--- src/pcl_pkg.sv ---
// Purpose: Shared constants and types for the program counter loader.
// Assumes: 15-bit instruction address, 8-bit data path.
// Notes: Load kinds are one-hot so decode faults are visible.
package pcl_pkg;
    localparam int PCL_ADDR_W = 15;
    localparam int PCL_LOW_W = 8;
    localparam int PCL_HIGH_W = 7;
    localparam int PCL_CALL_OP_W = 11;
    localparam int PCL_BRA_OP_W = 9;
    localparam int PCL_CALL_HI_W = 3;
    localparam logic [14:0] PCL_RESET_VALUE = 15'h0000;
    localparam logic [14:0] PCL_ONE = 15'h0001;

    typedef logic [14:0] pcl_addr_t;

    // One-hot load selection, one code per way the counter can change
    typedef enum logic [5:0] {
        PCL_LD_INC = 6'h01,
        PCL_LD_LOW_WRITE = 6'h02,
        PCL_LD_CALL = 6'h04,
        PCL_LD_CALL_ACC = 6'h08,
        PCL_LD_BR_ACC = 6'h10,
        PCL_LD_BR_IMM = 6'h20
    } pcl_load_e;
endpackage

--- src/pcl_loader.sv ---
// Purpose: Program counter register and its load control for the core.
// Assumes: Decoder gives at most one load strobe per fetch; all inputs are synchronous.
// Notes: Counter moves on fetch_en or pc_low_write; low-byte writes take effect at the next clock, even without a fetch.
`timescale 1ns/1ps
`default_nettype none
// Contract
// - Hold a 15-bit address counter; low byte readable and writable.
// - Upper seven bits change by latch copy, call operand bits or increment/branch carry.
// - Any reset clears the whole counter to zero.
// - Writing the low byte also loads upper bits from the high latch.
// - Direct call: operand gives low byte and bits 10:8; latch gives 14:11.
// - Accumulator call: low byte from accumulator, upper bits from latch.
// - Accumulator branch: incremented address plus unsigned accumulator.
// - Immediate branch: incremented address plus signed operand.
module pcl_loader (
    input wire logic sys_clk,
    input wire logic rst,
    input wire logic fetch_en,
    input wire logic pc_low_write,
    input wire logic [7:0] pc_low_write_data,
    input wire logic call_direct,
    input wire logic call_via_accumulator,
    input wire logic branch_rel_accumulator,
    input wire logic branch_rel_immediate,
    input wire logic [10:0] op_field,
    input wire logic [7:0] acc_value,
    input wire logic [6:0] pc_high_latch,
    output pcl_pkg::pcl_addr_t pc_addr,
    output logic [7:0] pc_low_byte_reg,
    output logic load_error
);
    import pcl_pkg::*;

    // Number of load strobes the decoder can raise
    localparam int PCL_N_STROBES = 5;

    // Strobe slots; a lower slot index has the higher priority
    localparam int PCL_SLOT_LOW = 0;
    localparam int PCL_SLOT_CALL = 1;
    localparam int PCL_SLOT_CALL_ACC = 2;
    localparam int PCL_SLOT_BR_ACC = 3;
    localparam int PCL_SLOT_BR_IMM = 4;

    // Whole counter as seen by the target logic
    pcl_addr_t pc_now;
    pcl_addr_t pc_next;
    pcl_addr_t pc_target;

    // Upper counter bits; software never reaches them directly
    logic [PCL_HIGH_W-1:0] pc_upper_bits_reg;
    logic [PCL_HIGH_W-1:0] pc_upper_bits_next;

    // Low byte; its flops also drive the low-byte output
    logic [PCL_LOW_W-1:0] low_byte_reg;
    logic [PCL_LOW_W-1:0] low_byte_next;

    // Load selection
    pcl_load_e load_kind;
    logic [PCL_N_STROBES-1:0] strobe_vec;
    logic [PCL_N_STROBES-1:0] higher_vec;
    logic [PCL_N_STROBES-1:0] win_vec;
    logic [2:0] strobe_count;
    logic any_jump;
    logic multi_load;
    logic load_taken;
    logic orphan_jump;

    // Fault flags, all sticky until reset
    logic multi_err_reg;
    logic multi_err_next;
    logic orphan_err_reg;
    logic orphan_err_next;
    logic err_reg;
    logic err_next;

    // Gather the strobes in priority order
    assign strobe_vec[PCL_SLOT_LOW] = pc_low_write;
    assign strobe_vec[PCL_SLOT_CALL] = call_direct;
    assign strobe_vec[PCL_SLOT_CALL_ACC] = call_via_accumulator;
    assign strobe_vec[PCL_SLOT_BR_ACC] = branch_rel_accumulator;
    assign strobe_vec[PCL_SLOT_BR_IMM] = branch_rel_immediate;

    // A slot is masked when any higher-priority slot is raised
    assign higher_vec[0] = 1'b0;
    for (genvar i = 1; i < PCL_N_STROBES; i++) begin : g_mask
        assign higher_vec[i] = higher_vec[i - 1] | strobe_vec[i - 1];
    end

    // At most one winner survives, even when the decoder misbehaves,
    // so the counter never loads a blend of two targets
    for (genvar i = 0; i < PCL_N_STROBES; i++) begin : g_win
        assign win_vec[i] = strobe_vec[i] & ~higher_vec[i];
    end

    // Count raised strobes to spot decoder faults
    always_comb begin
        strobe_count = 3'h0;
        for (int k = 0; k < PCL_N_STROBES; k++) begin
            strobe_count = strobe_count + {2'h0, strobe_vec[k]};
        end
    end

    assign multi_load = (strobe_count > 3'h1);
    assign any_jump = |strobe_vec[PCL_SLOT_BR_IMM:PCL_SLOT_CALL];
    assign load_taken = pc_low_write | fetch_en;

    // A jump strobe with no fetch to carry it is dropped and flagged;
    // acting on it would skip an instruction the decoder never issued
    assign orphan_jump = any_jump & ~load_taken;

    // Map the winning slot onto a load kind
    always_comb begin
        load_kind = PCL_LD_INC;
        if (win_vec[PCL_SLOT_LOW]) begin
            load_kind = PCL_LD_LOW_WRITE;
        end else if (win_vec[PCL_SLOT_CALL]) begin
            load_kind = PCL_LD_CALL;
        end else if (win_vec[PCL_SLOT_CALL_ACC]) begin
            load_kind = PCL_LD_CALL_ACC;
        end else if (win_vec[PCL_SLOT_BR_ACC]) begin
            load_kind = PCL_LD_BR_ACC;
        end else if (win_vec[PCL_SLOT_BR_IMM]) begin
            load_kind = PCL_LD_BR_IMM;
        end
    end

    pcl_target u_target (
        .load_kind(load_kind),
        .pc_now(pc_now),
        .pc_high_latch(pc_high_latch),
        .acc_value(acc_value),
        .low_write_data(pc_low_write_data),
        .op_field(op_field),
        .pc_target(pc_target)
    );

    assign pc_now = {pc_upper_bits_reg, low_byte_reg};

    // Next counter value; a low-byte write acts even without a fetch
    always_comb begin
        pc_next = pc_now;
        if (pc_low_write) begin
            pc_next = pc_target;
        end else if (fetch_en) begin
            pc_next = pc_target;
        end
    end

    // Upper bits take pc_next: the target on a load, their own value when nothing loads
    always_comb begin
        pc_upper_bits_next = pc_next[PCL_ADDR_W-1:PCL_LOW_W];
    end

    always_ff @(posedge sys_clk) begin
        if (rst) begin
            pc_upper_bits_reg <= PCL_RESET_VALUE[PCL_ADDR_W-1:PCL_LOW_W];
        end else begin
            pc_upper_bits_reg <= pc_upper_bits_next;
        end
    end

    // Low byte moves in the same cycle as the upper bits
    always_comb begin
        low_byte_next = pc_next[PCL_LOW_W-1:0];
    end

    always_ff @(posedge sys_clk) begin
        if (rst) begin
            low_byte_reg <= PCL_RESET_VALUE[PCL_LOW_W-1:0];
        end else begin
            low_byte_reg <= low_byte_next;
        end
    end

    // Fault causes are kept apart to ease debug
    always_comb begin
        multi_err_next = multi_err_reg;
        orphan_err_next = orphan_err_reg;
        if (load_taken && multi_load) begin
            multi_err_next = 1'b1;
        end
        if (orphan_jump) begin
            orphan_err_next = 1'b1;
        end
        err_next = multi_err_next | orphan_err_next;
    end

    always_ff @(posedge sys_clk) begin
        if (rst) begin
            multi_err_reg <= 1'b0;
            orphan_err_reg <= 1'b0;
            err_reg <= 1'b0;
        end else begin
            multi_err_reg <= multi_err_next;
            orphan_err_reg <= orphan_err_next;
            err_reg <= err_next;
        end
    end

    assign pc_addr = pc_now;
    assign pc_low_byte_reg = low_byte_reg;
    assign load_error = err_reg;
endmodule
`default_nettype wire

--- src/pcl_target.sv ---
// Purpose: Computes the next counter value for each load kind.
// Assumes: Operand fields are right aligned in op_field.
// Notes: Purely combinational.
`timescale 1ns/1ps
`default_nettype none
module pcl_target (
    input wire pcl_pkg::pcl_load_e load_kind,
    input wire pcl_pkg::pcl_addr_t pc_now,
    input wire logic [6:0] pc_high_latch,
    input wire logic [7:0] acc_value,
    input wire logic [7:0] low_write_data,
    input wire logic [10:0] op_field,
    output pcl_pkg::pcl_addr_t pc_target
);
    import pcl_pkg::*;
    pcl_addr_t pc_inc;
    pcl_addr_t bra_offset;

    // Wraps modulo 15 bits
    assign pc_inc = pcl_addr_t'(pc_now + PCL_ONE);
    // Sign extend the 9-bit immediate
    assign bra_offset = {{(PCL_ADDR_W - PCL_BRA_OP_W){op_field[8]}}, op_field[8:0]};

    always_comb begin
        pc_target = pc_inc;
        unique case (load_kind)
            PCL_LD_INC: begin
                pc_target = pc_inc;
            end
            PCL_LD_LOW_WRITE: begin
                pc_target = {pc_high_latch, low_write_data};
            end
            PCL_LD_CALL: begin
                pc_target = {pc_high_latch[6:3], op_field};
            end
            PCL_LD_CALL_ACC: begin
                pc_target = {pc_high_latch, acc_value};
            end
            PCL_LD_BR_ACC: begin
                pc_target = pcl_addr_t'(pc_inc + {7'h00, acc_value});
            end
            PCL_LD_BR_IMM: begin
                pc_target = pcl_addr_t'(pc_inc + bra_offset);
            end
            default: begin
                pc_target = pc_inc;
            end
        endcase
    end
endmodule
`default_nettype wire

--- config.mk ---
export PLATFORM = sky130hd
export DESIGN_NAME = pcl_loader
export DESIGN_NICKNAME = d
export VERILOG_FILES = /design/src/pcl_pkg.sv /design/src/pcl_loader.sv /design/src/pcl_target.sv
export SDC_FILE = /design/constraint.sdc
export NUM_CORES = 1
export LEC_CHECK = 0
export BUFFER_PORTS_ARGS = -buffer_cell sky130_fd_sc_hd__clkbuf_2
export CAP_MARGIN = 0
export CORE_MARGIN = 5
export CORE_UTILIZATION = 40
export CTS_CLUSTER_DIAMETER = 60
export DETAILED_ROUTE_END_ITERATION = 12
export PLACE_DENSITY = 0.69
export SYNTH_ARGS = -nofsm -noshare
export SYNTH_HDL_FRONTEND = slang
export SYNTH_SLANG_ARGS = --single-unit
--- constraint.sdc ---
create_clock -name sys_clk -period 4.4 [get_ports sys_clk]
set_clock_uncertainty 0.2 [all_clocks]
set_input_delay 0.22 -clock sys_clk [delete_from_list [all_inputs] [get_ports sys_clk]]
set_output_delay 0.22 -clock sys_clk [all_outputs]
set_load 0.02 [all_outputs]
# Word-level counts from Yosys, hierarchy flattened
# Cells that the tools add are included.
dict set report totals {
  out_inout_bits 24
  mem_bits_rw 0
  wordCells 46
  input_bits 42
  latch_bits 0
  romBits 0
  reg_bits 18
  mem_count 0
}
dict set report classes {
  mul 0
  div 0
  bitwise 15
  eq_ne 5
  magnitude_cmp 1
  shift 0
  addsub 7
  n_reduce_logical 3
  muxes 10
}
# op n
set op_table {}
lappend op_table {{15-bit one-hot mux with 5 select lines} 1}
lappend op_table {{15-bit 2-to-1 mux} 2}
lappend op_table {{6-bit 2-to-1 mux} 5}
lappend op_table {{15-bit by 1-bit adder with 15-bit output (second input constant)} 1}
lappend op_table {{15-bit adder} 1}
lappend op_table {{15-bit by 8-bit adder with 15-bit output} 1}
lappend op_table {{3-bit by 1-bit adder with 3-bit output} 2}
lappend op_table {{6-bit by 2-bit equality test with 1-bit output (second input constant)} 1}
lappend op_table {{6-bit by 3-bit equality test with 1-bit output (second input constant)} 1}
lappend op_table {{6-bit by 4-bit equality test with 1-bit output (second input constant)} 1}
lappend op_table {{6-bit by 5-bit equality test with 1-bit output (second input constant)} 1}
lappend op_table {{6-bit equality test (second input constant)} 1}
lappend op_table {{1-bit AND} 5}
lappend op_table {{1-bit inverter} 5}
lappend op_table {{1-bit OR} 5}
lappend op_table {{4-bit OR reduction} 1}
lappend op_table {{2-bit by 1-bit adder with 3-bit output} 1}
lappend op_table {{3-bit by 1-bit greater-than comparator with 1-bit output (second input constant)} 1}
lappend op_table {{1-bit by 1-bit adder with 2-bit output} 1}
lappend op_table {{1-bit 2-to-1 mux} 2}
lappend op_table {{2-bit nonzero test} 1}
lappend op_table {{1-bit logical AND} 1}

# Longest topological paths before layout
dict set report depth {
  word_depth 14
  depth_mapped 16
  mapped_depth_nobuf 14
}

# By module
# A second synthesis with hierarchy kept.
dict set report unflattened {
  cells_unflattened 311
  hier_area_um2 2428.6
}
# module cells_per_inst area_each_um2 instances
set modules_own_cells {}
lappend modules_own_cells {pcl_target 211 1605.3 1}
lappend modules_own_cells {pcl_loader 100 823.3 1}

# Worst setup path before layout
# OpenSTA, ideal clock, no wires.
dict set report synth_path {
  path_kind {input to register}
  from {in pc_low_write}
  to {reg pc_upper_bits_reg[4]}
  setup_ns 0.088
  setup_slack_ns 0.711
  arrival_ns 3.400
  path_stages 16
  path_buffers 2
  t_required_ns 4.112
  path_cell_list {buf_4 > inv_1 > ha_1 > nor4b_4 > nand3b_1 > buf_6 > mux2_2 > ha_1 > fa_1 > a211oi_2 > o21ai_1 > a211oi_4 > nor3_1 > a31o_1 > o22a_1 > a311oi_2}
}
dict set report synth_via {
  elab_chain_cells 14
  elab_cells_between_ends 25
  classes_between {eq/ne (5); mux (8); bitwise (11); reduce/logical (1)}
}
# element line_no
set synth_lines {}
lappend synth_lines {{start, declared} pcl_loader.sv:19} ;# input wire logic pc_low_write,
lappend synth_lines {{1-bit OR (3 in series)} pcl_loader.sv:86} ;# assign higher_vec[i] = higher_vec[i - 1] | strobe_vec[i - 1];
lappend synth_lines {{1-bit inverter} pcl_loader.sv:92} ;# assign win_vec[i] = strobe_vec[i] & ~higher_vec[i];
lappend synth_lines {{1-bit AND} pcl_loader.sv:92}
lappend synth_lines {{6-bit 2-to-1 mux} pcl_loader.sv:122} ;# end else if (win_vec[PCL_SLOT_BR_IMM]) begin
lappend synth_lines {{6-bit 2-to-1 mux} pcl_loader.sv:120} ;# end else if (win_vec[PCL_SLOT_BR_ACC]) begin
lappend synth_lines {{6-bit 2-to-1 mux} pcl_loader.sv:118} ;# end else if (win_vec[PCL_SLOT_CALL_ACC]) begin
lappend synth_lines {{6-bit 2-to-1 mux} pcl_loader.sv:116} ;# end else if (win_vec[PCL_SLOT_CALL]) begin
lappend synth_lines {{6-bit 2-to-1 mux} pcl_loader.sv:114} ;# if (win_vec[PCL_SLOT_LOW]) begin
lappend synth_lines {{6-bit equality test, or another cell as far along} pcl_target.sv:26} ;# unique case (load_kind)
lappend synth_lines {{15-bit one-hot mux with 5 select lines} pcl_target.sv:26}
lappend synth_lines {{15-bit 2-to-1 mux} pcl_loader.sv:144} ;# end else if (fetch_en) begin
lappend synth_lines {{15-bit 2-to-1 mux} pcl_loader.sv:142} ;# if (pc_low_write) begin
lappend synth_lines {{end signal, assigned} pcl_loader.sv:156} ;# pc_upper_bits_reg <= PCL_RESET_VALUE[PCL_ADDR_W-1:PCL_LOW_W];
lappend synth_lines {{end signal, assigned} pcl_loader.sv:158} ;# pc_upper_bits_reg <= pc_upper_bits_next;
lappend synth_lines {{end, declared} pcl_loader.sv:50} ;# logic [PCL_HIGH_W-1:0] pc_upper_bits_reg;
# Several ways; a longest one is shown, not always the timed one. The select of a mux whose other input is x is not followed.
# A chain may end at the register's enable or synchronous reset.

# Final worst setup path
# Ends and elaborated chain as after synthesis.

==> results.py <==
metrics = {
    "route": {
        "antenna_left": 0,
        "drt-vias-per-instance": 5.97,
        "vias": 2443,
        "drtPass1Iterations": 5,
        "drt-initial-drc-count": 176,
        "route.detailed.drc": 0,
        "wl_per_cell_um": 17.7,
        "routed_wirelength_um": 7260,
    },
    "grt": {
        "grt_pass1_wl_um": 11900,
        "track_usage_pct": 19.3,
        "grt_pass1_vias": 2425,
        "antenna_found_initial": 0,
        "grt_max_degree": 22,
        "overflow": 0,
    },
    "finish": {
        "design_area_um2": 2680,
        "largest_register_ffs": 8,
        "area_growth_pct": 14.3,
        "antenna_cells": 0,
        "fin_cells": 409,
        "finish.utilization_pct": 47.8,
        "finalNetCount": 400,
        "drive_gt1_share_pct": 29.4,
    },
    "yosys": {
        "synth_cell_types": 63,
        "synth_cells": 289,
        "synth_seq_cells": 18,
        "synthFlopType": "dfxtp_1",
        "avgSynthCellArea_um2": 8.11,
        "synth-edff-count": 0,
        "syn-num-nets": 350,
        "synthArstFlopShare_pct": 0,
        "synth_area_um2": 2340,
        "ys_warn_count": 0,
        "ys_seq_area_share_pct": 15.4,
    },
    "hold_path": {
        "min_path_cells": 3,
        "hp-class": "input port to register",
        "whs_endpoint": "pc_upper_bits_reg[4]",
        "hp-start": "pc_high_latch[4]",
    },
    "die": {
        "core_um2": 5610,
        "dieArea_um2": 7490,
        "io_pins": 66,
        "rows": 27,
        "dieWidth_um": 86.6,
        "initial_core_util_pct": 41.8,
        "die_h_um": 86.6,
    },
    "clock_network": {
        "cts-resized-gates": 0,
        "tritoncts": "yes",
        "cts.sinks": 18,
        "postCtsSetupRepairBufs": 0,
        "cts_buffers": 3,
        "htreeDepth": 1,
        "clk-insertion-delay-late_ns": 0.26,
        "clockBufferDepth": 2,
        "clk_pin_slew_ns": 0.08,
        "holdBufCountCts": 0,
        "root_buffer": "clkbuf_8",
    },
    "pwr": {
        "p_seq_share_pct": 34.1,
        "power_frac_clock_pct": 21.7,
        "comb_power_share_pct": 44.2,
        "power.internal_mw": 0.346,
        "leakage_nw": 1.15,
        "p_per_area_nw_per_um2": 220,
        "swShare_pct": 41.1,
        "p_sw_mw": 0.242,
        "peakVddDrop_uv": 92.0,
    },
    "timing": {
        "finalHoldViolations": 0,
        "period_minus_slack_ns": 3.86,
        "max_freq_ghz": 0.259,
        "fin_crit_sh_pct": 87.7,
        "relSlewSlack_pct": 44.0,
        "final_max_slew_viol_count": 0,
        "fin_setup_tns_ns": 0,
        "rsz0062_at_grt": "no",
        "setup_viol": 0,
        "worst_pin_slew_ns": 0.835,
    },
    "setup_path": {
        "reg2reg_depth": 12,
        "crit_slowest_cell": "fa_1",
        "r2r_end": "pc_upper_bits_reg[4]",
        "crit_top_cell": "ha_1",
        "startpoint_type": "input port",
        "cp_cell_sequence": "clkbuf_2, inv_1, ha_1, nor4b_4, nand3b_1, mux2_2, ha_1, fa_1, a211oi_2, o21ai_1, a211oi_4, nor3_1, a31o_1, o22a_1, a311oi_2",
        "r2r_slack_ns": 0.92,
        "path_max_fanout": 9,
        "cp.required_ns": 4.38,
        "cpPeakStageDelay_ns": 0.44,
        "crit_buf_inv": 2,
        "cp-end-kind": "register",
        "critical_path_arrival_ns": 3.84,
        "worstSetupPathType": "input port to register",
        "path_delay_family": "compound AO/OA/AOI/OAI gates",
        "rr_startpoint": "pc_low_byte_reg[2]",
    },
    "run": {
        "max-cap-violations": 0,
    },
    "status": {
        "status": "completed",
    },
    "place": {
        "dpl.cell_count": 406,
        "dpl_cell_area_um2": 2640,
        "post-dp-hpwl_um": 5560,
        "io_buffers": 65,
        "place.gp.congestion": 0.900,
    },
}
synth_stat cells (3+ instances only):
library cell,number,area (um^2)
nor3_1,7,35.0
nand2_1,21,78.8
o21a_1,4,30.0
a221o_1,5,50.1
a311oi_1,3,26.3
o211ai_1,3,22.5
xor2_1,8,70.1
buf_4,10,75.1
ha_1,17,213
o21ai_0,20,100
a222oi_1,6,60.1
a211oi_1,5,37.5
a32oi_1,3,26.3
nand3_1,8,40.0
nand4_1,4,25.0
dfxtp_1,18,360
nor2_1,28,105
xnor2_1,14,123
buf_2,4,20.0
inv_1,9,33.8
clkbuf_1,7,26.3
a21oi_1,20,100
a221oi_1,5,43.8
mux2_2,8,90.1
per-layer routing:
| layer | wire, um | vias up | share of wire [%] | track usage [%] |
|---|---|---|---|---|
| met5 | 0 | - | 0 | 0 |
| met4 | 95 | 0 | 1.3 | 5.52 |
| met3 | 510 | 10 | 7.0 | 2.09 |
| met2 | 3500 | 81 | 48 | 33.4 |
| met1 | 3150 | 1153 | 43 | 25.2 |
| li1 | - | 1199 | - | - |
per-stage QoR:
step | setup WS, ns | power, mW | hold WS [ns]
6_report | 0.543 | 0.588 | 0.139
4_1_cts | 0.567 | 0.588 | 0.141
3_5_place_dp | 0.319 | 0.462 | 0.247
2_1_floorplan | 0.711 | 0.391 | 0.224
5_1_grt | 0.231 | 0.626 | 0.176
3_3_place_gp | 0.464 | 0.458 | 0.237
kinds of logic (layout without fill, tap and decap cells):
| family | count (synthesis) | count (layout) | share of synthesized area, % |
|---|---|---|---|
| multiplexers | 8 | 8 | 3.84 |
| buffers and inverters | 33 | 81 | 7.90 |
| AND/OR/NAND/NOR | 90 | 90 | 21.6 |
| flip-flops | 18 | 18 | 15.4 |
| adder cells (fa/ha/maj) | 19 | 19 | 10.8 |
| XOR/XNOR | 23 | 23 | 9.39 |
| AO/OA/AOI/OAI | 98 | 98 | 31.2 |
worst max path at each step:
| stage | startpoint | to | cells past startpoint |
|---|---|---|---|
| floorplan | pc_low_write | pc_upper_bits_reg[4] | 16 |
| CTS | pc_low_write | pc_upper_bits_reg[4] | 15 |
| detailed placement | pc_low_write | pc_upper_bits_reg[4] | 15 |
| global route | pc_low_write | pc_upper_bits_reg[4] | 15 |
| global placement | pc_low_write | pc_upper_bits_reg[4] | 15 |
| finish | pc_low_write | pc_upper_bits_reg[4] | 15 |
layout by cell type, fill, tap and decap left out, types with 3 or more instances in the layout:
master    synthesis  layout
a211oi_1          5       5
a21oi_1          20      20
a221o_1           5       5
a221oi_1          5       5
a222oi_1          6       6
a311oi_1          3       3
a32oi_1           3       3
buf_4            10       4
clkbuf_2          0      65
clkbuf_8          0       3
dfxtp_1          18      18
ha_1             17      17
inv_1             9       9
mux2_2            8       8
nand2_1          21      21
nand3_1           8       8
nand4_1           4       4
nor2_1           28      28
nor3_1            7       7
o211ai_1          3       3
o21a_1            4       4
o21ai_0          20      20
xnor2_1          14      14
xor2_1            8       8
tightest hold or removal path, cell delays in order:
cell      delay (ns)
clkbuf_2        0.08
a21oi_1         0.15
a311oi_2        0.10
power by group through the flow:
stage / Clock (mW) / Combinational [mW] / Sequential [mW]
2_1_floorplan: 0 / 0.178 / 0.213
3_3_place_gp: 0 / 0.255 / 0.203
3_5_place_dp: 0 / 0.257 / 0.204
4_1_cts: 0.128 / 0.259 / 0.200
5_1_grt: 0.135 / 0.287 / 0.204
6_report: 0.128 / 0.260 / 0.201
layout make-up:
| cell class | instances | area, um^2 |
|---|---|---|
| Fill cell | 580 | 2930 |
| Multi-Input combinational cell | 238 | 1800 |
| Sequential cell | 18 | 360 |
| Timing Repair Buffer | 69 | 355 |
| Tap cell | 72 | 90.1 |
| Clock buffer | 3 | 41.3 |
| Inverter | 9 | 33.8 |
(Power assumes the default switching activity.)
